**src/pkg/dads_defines.svh**
```systemverilog
// Constants for the decimal adjust and decrement skip datapath
`ifndef DADS_DEFINES_SVH
`define DADS_DEFINES_SVH
`define DADS_NIB_LIMIT   4'h9
`define DADS_NIB_FIX     4'h6
`define DADS_BYTE_ONE    8'h01
`define DADS_BYTE_ZERO   8'h00
`define DADS_DEST_ACC    1'b0
`define DADS_DEST_REG    1'b1
`define DADS_RIDX_MAX    6'h3F
`endif

```
**src/pkg/dads_pkg.sv**
```systemverilog
// Types for the decimal adjust and decrement skip datapath
package dads_pkg;
  typedef enum logic [1:0] {
    DADS_OP_NONE,
    DADS_OP_DECIMAL_ADJUST,
    DADS_OP_DECREMENT_SKIP
  } dads_op_t;

  typedef struct packed {
    dads_op_t   op;
    logic       dest;
    logic [5:0] reg_idx;
    logic [7:0] reg_data;
    logic [7:0] accumulator;
    logic       carry;
    logic       half_carry;
  } dads_req_t;

  typedef struct packed {
    logic       acc_we;
    logic [7:0] acc_data;
    logic       reg_we;
    logic [5:0] reg_idx;
    logic [7:0] reg_data;
    logic       carry_we;
    logic       carry;
    logic       zero_we;
    logic       zero;
    logic       squash;
    logic       busy;
  } dads_rsp_t;

  typedef enum logic {
    DADS_ST_RUN,
    DADS_ST_SKIP
  } dads_state_t;

  typedef struct packed {
    dads_state_t st;
    dads_rsp_t   rsp;
  } dads_top_state_t;
endpackage

```
**src/design/dads_exec.sv**
```systemverilog
// Execution unit for decimal adjust and decrement skip instructions
`timescale 1ns/1ps
`default_nettype none
`include "dads_defines.svh"
module dads_exec (
  input  wire logic              clk,
  input  wire logic              resetn,
  input  wire dads_pkg::dads_req_t req,
  output var  dads_pkg::dads_rsp_t rsp
);
  // ----------------------------------------------------------------
  // State
  // ----------------------------------------------------------------
  dads_pkg::dads_top_state_t state;
  dads_pkg::dads_top_state_t next_state;
  logic [7:0] dec_value;
  logic [7:0] adj_value;
  logic       adj_carry;

  // ----------------------------------------------------------------
  // Decimal correction
  // ----------------------------------------------------------------
  dads_bcd_fix u_fix (
    .value         (req.accumulator),
    .carry_in      (req.carry),
    .half_carry_in (req.half_carry),
    .result        (adj_value),
    .carry_out     (adj_carry)
  );

  assign dec_value = req.reg_data - `DADS_BYTE_ONE;

  // ----------------------------------------------------------------
  // Next state
  // ----------------------------------------------------------------
  always_comb
  begin
    next_state     = state;
    next_state.rsp = '0;
    case (state.st)
      dads_pkg::DADS_ST_SKIP:
      begin
        // Second cycle: fetched instruction replaced by a no-op
        next_state.st         = dads_pkg::DADS_ST_RUN;
        next_state.rsp.squash = 1'b1;
      end
      dads_pkg::DADS_ST_RUN:
      begin
        case (req.op)
          dads_pkg::DADS_OP_DECIMAL_ADJUST:
          begin
            next_state.rsp.acc_we   = 1'b1;
            next_state.rsp.acc_data = adj_value;
            next_state.rsp.carry_we = 1'b1;
            next_state.rsp.carry    = adj_carry;
          end
          dads_pkg::DADS_OP_DECREMENT_SKIP:
          begin
            if (req.dest == `DADS_DEST_ACC)
            begin
              next_state.rsp.acc_we   = 1'b1;
              next_state.rsp.acc_data = dec_value;
            end
            else
            begin
              next_state.rsp.reg_we   = 1'b1;
              next_state.rsp.reg_idx  = req.reg_idx;
              next_state.rsp.reg_data = dec_value;
            end
            next_state.rsp.zero_we = 1'b1;
            next_state.rsp.zero    = (dec_value == `DADS_BYTE_ZERO);
            if (dec_value == `DADS_BYTE_ZERO)
            begin
              next_state.st       = dads_pkg::DADS_ST_SKIP;
              next_state.rsp.busy = 1'b1;
            end
          end
          default:
          begin
            next_state.rsp = '0;
          end
        endcase
      end
      default:
      begin
        next_state.st = dads_pkg::DADS_ST_RUN;
      end
    endcase
  end

  // ----------------------------------------------------------------
  // Registers
  // ----------------------------------------------------------------
  always_ff @(posedge clk or negedge resetn)
  begin
    if (!resetn)
    begin
      state <= '0;
    end
    else
    begin
      state <= next_state;
    end
  end

  assign rsp = state.rsp;
endmodule
`default_nettype wire

```
**src/design/dads_bcd_fix.sv**
```systemverilog
// Packed decimal correction of one byte after a binary addition
`timescale 1ns/1ps
`default_nettype none
`include "dads_defines.svh"
module dads_bcd_fix (
  input  wire logic [7:0] value,
  input  wire logic       carry_in,
  input  wire logic       half_carry_in,
  output logic      [7:0] result,
  output logic            carry_out
);
  logic [4:0] low_sum;
  logic [4:0] high_sum;
  logic       low_fix;
  logic       high_fix;

  always_comb
  begin
    low_fix  = half_carry_in || (value[3:0] > `DADS_NIB_LIMIT);
    low_sum  = {1'b0, value[3:0]} + (low_fix ? {1'b0, `DADS_NIB_FIX} : 5'h00);
    high_fix = carry_in || (value[7:4] > `DADS_NIB_LIMIT)
      || ((value[7:4] == `DADS_NIB_LIMIT) && low_sum[4]);
    high_sum = {1'b0, value[7:4]} + {4'h0, low_sum[4]}
      + (high_fix ? {1'b0, `DADS_NIB_FIX} : 5'h00);
    result    = {high_sum[3:0], low_sum[3:0]};
    carry_out = carry_in || high_sum[4];
  end
endmodule
`default_nettype wire

```
**config.mk**
```make
export PLATFORM = sky130hd
export DESIGN_NAME = dads_exec
export DESIGN_NICKNAME = d
export VERILOG_FILES = /design/src/pkg/dads_pkg.sv /design/src/design/dads_exec.sv /design/src/design/dads_bcd_fix.sv
export VERILOG_INCLUDE_DIRS = /design/src /design/src/pkg
export SDC_FILE = /design/constraint.sdc
export NUM_CORES = 1
export LEC_CHECK = 0
export ABC_CLOCK_PERIOD_IN_PS = 1300
export BUFFER_PORTS_ARGS = -buffer_cell sky130_fd_sc_hd__buf_2
export CAP_MARGIN = 10
export CORE_ASPECT_RATIO = 0.5
export CORE_MARGIN = 5
export CORE_UTILIZATION = 42
export DETAILED_ROUTE_END_ITERATION = 7
export GPL_TIMING_DRIVEN = 0
export MAX_ROUTING_LAYER = met4
export PLACE_DENSITY = 0.74
export SLEW_MARGIN = 0
export SYNTH_ARGS = -nofsm -noshare
export SYNTH_HDL_FRONTEND = slang
export SYNTH_SLANG_ARGS = --single-unit
```
**constraint.sdc**
```tcl
create_clock -name clk -period 1.3 [get_ports clk]
set_clock_uncertainty 0.15 [all_clocks]
set_input_delay 0.26 -clock clk [delete_from_list [all_inputs] [get_ports clk]]
set_output_delay 0.26 -clock clk [all_outputs]
set_load 0.01 [all_outputs]
```
==> load_flow_metrics.sql <==
INSERT INTO impl_metrics (metric_group, metric, value, unit) VALUES
('cells_and_area', 'multi_input_comb_area', '719', 'µm²'),
('synthesis', 'synth-seq-cells', '29', ''),
('cells_and_area', 'area.sequential', '727', 'µm²'),
('routing', 'count_of_vias_placed_by_the_detailed_router', '1173', ''),
('die', 'die-area', '4630', 'µm²'),
('cells_and_area', 'layout_cells_sized_above_1', '0.513', ''),
('synthesis', 'top_reg_cell_synth', 'sky130_fd_sc_hd__dfrtp_1', ''),
('timing', 'clock.fmax', '438', 'MHz'),
('die', 'dieWidth', '91.4', 'µm'),
('critical_path', 'cp-end-kind', 'register', ''),
('min_path', 'hold_path_end', 'rsp[15]', ''),
('place', 'port-buffer-count', '58', ''),
('min_path', 'min_from', 'req[19]', ''),
('global_routing', 'globalRoute.totalOverflow', '0', ''),
('timing', 'drv_slew', '0', ''),
('synthesis', 'post_synth_inst_count', '124', ''),
('cells_and_area', 'area.growth.synth_to_final', '51.4', '%'),
('place', 'dpl.cell_count', '222', ''),
('timing', 'setup_violations', '10', ''),
('place', 'final_wtd_congestion', '0.824', ''),
('global_routing', 'grt_first_pass_wirelength', '5580', 'µm'),
('global_routing', 'grt_antenna_before_repair', '0', ''),
('min_path', 'whs_path_depth', '2', ''),
('critical_path', 'worst_ep_required_time', '1.29', 'ns'),
('critical_path', 'arrival', '2.27', 'ns'),
('clock_network', 'worst_skew_pair.late_latency', '0.27', 'ns'),
('synthesis', 'synth.net_count', '164', ''),
('clock_network', 'htree_levels', '2', ''),
('synthesis', 'synth-edff-count', '0', ''),
('die', 'floorplan.initialDensity', '0.451', ''),
('cells_and_area', 'design.final.nets', '238', ''),
('clock_network', 'cts-root-buf', 'sky130_fd_sc_hd__clkbuf_8', ''),
('critical_path', 'ff2ff_setup_slack', '-0.11', 'ns'),
('synthesis', 'number_of_different_library_cells_in_the_post_synthesis_netlist', '34', ''),
('synthesis', 'synth_top_area_share', '0.522', ''),
('outcome', 'failed_checks', 'negative setup slack', ''),
('routing', 'drt_wl_total', '3460', 'µm'),
('critical_path', 'worst_setup_path_type', 'in -> reg', ''),
('clock_network', 'clock_tree_from_tritoncts', 'built', ''),
('synthesis', 'synth_warnings', '0', ''),
('timing', 'timing.final.hold_violations', '0', ''),
('timing', 'min_period_over_period', '1.76', ''),
('routing', 'first_pass_iters', '4', ''),
('timing', 'hold_slack', '0.0784', 'ns'),
('clock_network', 'clock_path_buffers', '2', ''),
('outcome', 'run_status', 'finished, violations left', ''),
('min_path', 'timing.hold.worst.class', 'in -> reg', ''),
('clock_network', 'clkSlewWorstSetupHoldPaths', '0.06', 'ns'),
('routing', 'remaining_drc_errors', '0', ''),
('global_routing', 'largest_net_degree_at_the_start_of_global_routing', '30', ''),
('timing', 'fin_ws', '-0.984', 'ns'),
('power', 'p_leak', '1.13', 'nW'),
('timing', 'post-route-min-period', '2.28', 'ns'),
('routing', 'postRouteAntennaNets', '0', ''),
('power', 'irDropWorstVdd', '0.000702', 'V'),
('synthesis', 'synth_area_leader_cell', 'sky130_fd_sc_hd__dfrtp_1', ''),
('cells_and_area', 'largest_reg_flops', '29', ''),
('clock_network', 'clock-sinks', '29', ''),
('synthesis', 'avgSynthCellArea', '11.2', 'µm²'),
('cells_and_area', 'filler_cells', '258', ''),
('timing', 'worst_pin_slew', '0.494', 'ns'),
('cells_and_area', 'post_layout_nonfiller_instances', '239', ''),
('synthesis', 'synth_area', '1390', 'µm²'),
('global_routing', 'grt_pass1_vias', '1220', ''),
('timing', 'rsz0062_at_grt', 'yes', ''),
('critical_path', 'critical_register_to_register_path_endpoint', 'rsp[2]', ''),
('die', 'core.rowCount', '14', ''),
('routing', 'average_routed_wire_per_standard_cell', '14.5', 'µm'),
('synthesis', 'synthArstFlopShare', '1.00', ''),
('cells_and_area', 'n_antenna_cell', '0', ''),
('cells_and_area', 'mostFrequentLayoutCell', 'sky130_fd_sc_hd__buf_2', '');
==> cells in the mapped netlist (3+ instances only) <==
master                     instances
sky130_fd_sc_hd__dfrtp_1          29
sky130_fd_sc_hd__nor2_1           14
sky130_fd_sc_hd__ha_1              9
sky130_fd_sc_hd__and3_1            8
sky130_fd_sc_hd__inv_1             8
sky130_fd_sc_hd__a21oi_1           6
sky130_fd_sc_hd__xor2_1            6
sky130_fd_sc_hd__nor2b_1           4
sky130_fd_sc_hd__a22oi_1           3
sky130_fd_sc_hd__buf_4             3
sky130_fd_sc_hd__nand2b_1          3
sky130_fd_sc_hd__o21ai_0           3
==> cell type report <==
cell class	instances	area share
Buffer	3	0.0143
Tap cell	40	0.0238
Timing Repair Buffer	68	0.191
Clock buffer	7	0.0410
Inverter	9	0.0291
Sequential cell	29	0.345
Multi-Input combinational cell	82	0.341
Clock inverter	1	0.0143
==> report_power, final <==
group          internal [mW]  leakage [nW]  switching (mW)
sequential             0.937         0.393         0.00717
combinational          0.191         0.678           0.223
clock                  0.624        0.0585           0.324
==> repair_timing <==
item                                    4_1_cts  5_1_grt
hold buffers                                  1        0
pin swaps                                    12        5
gates cloned                                  0        0
buffers inserted                              7        2
endpoints found under the setup margin       13       17
gates resized for setup                      15        9
endpoints found under the hold margin        29        0
==> routing by layer <==
layer | vias to the layer above | routed length, µm | GRT usage
met1 | 560 | 1470 | 0.191
met5 | - | 0 | -
met3 | 6 | 212 | 0.0448
met2 | 38 | 1710 | 0.262
li1 | 569 | - | -
met4 | 0 | 65 | 0.0610
==> logic make-up (layout without fill, tap and decap cells) <==
| group | after synthesis | after routing | synth area share |
|---|---|---|---|
| DFF | 29 | 29 | 0.522 |
| adders and majority gates | 11 | 11 | 0.110 |
| and+or+nand+nor | 44 | 44 | 0.187 |
| AOI/OAI and AO/OA | 20 | 20 | 0.0944 |
| xor gates and xnor gates | 7 | 7 | 0.0441 |
| buffers and inverters | 13 | 88 | 0.0432 |
==> worst max path at each step <==
stage	start	end	slack, ns	cells after the start
6_report	req[4]	rsp[28]	-0.98	13
5_1_grt	req[4]	rsp[28]	-1.08	13
4_1_cts	req[4]	rsp[28]	-1.03	13
3_5_place_dp	req[4]	rsp[28]	-1.40	13
3_3_place_gp	req[4]	rsp[28]	-1.36	13
2_1_floorplan	req[4]	rsp[28]	-1.07	12
==> per-stage QoR <==
stage / cell area [µm²] / setup TNS (ns) / setup WS [ns] / power [mW] / util
after floorplan: 1480 / -5.21 / -1.07 / 1.15 / -
after global routing: 2110 / -5.92 / -1.08 / 2.43 / 0.683
after detailed placement: 1820 / -9.45 / -1.40 / 1.31 / 0.589
after CTS: 2050 / -5.02 / -1.03 / 2.31 / 0.666
final: 2110 / -5.13 / -0.984 / 2.31 / 0.683
after global placement: 1820 / -8.91 / -1.36 / 1.31 / 0.589
==> critical path, stage by stage <==
cell and delay [ns]:
sky130_fd_sc_hd__buf_8 0.10, sky130_fd_sc_hd__o21ai_2 0.11, sky130_fd_sc_hd__nand2b_1 0.10, sky130_fd_sc_hd__ha_1 0.30
sky130_fd_sc_hd__a21oi_2 0.12, sky130_fd_sc_hd__nor2b_1 0.07, sky130_fd_sc_hd__a211o_1 0.27, sky130_fd_sc_hd__a21o_1 0.20
sky130_fd_sc_hd__ha_4 0.30, sky130_fd_sc_hd__a21oi_2 0.05, sky130_fd_sc_hd__and3_1 0.18, sky130_fd_sc_hd__o21ai_2 0.11
sky130_fd_sc_hd__a31oi_1 0.10
No activity file was read; power rests on OpenSTA's default activity.
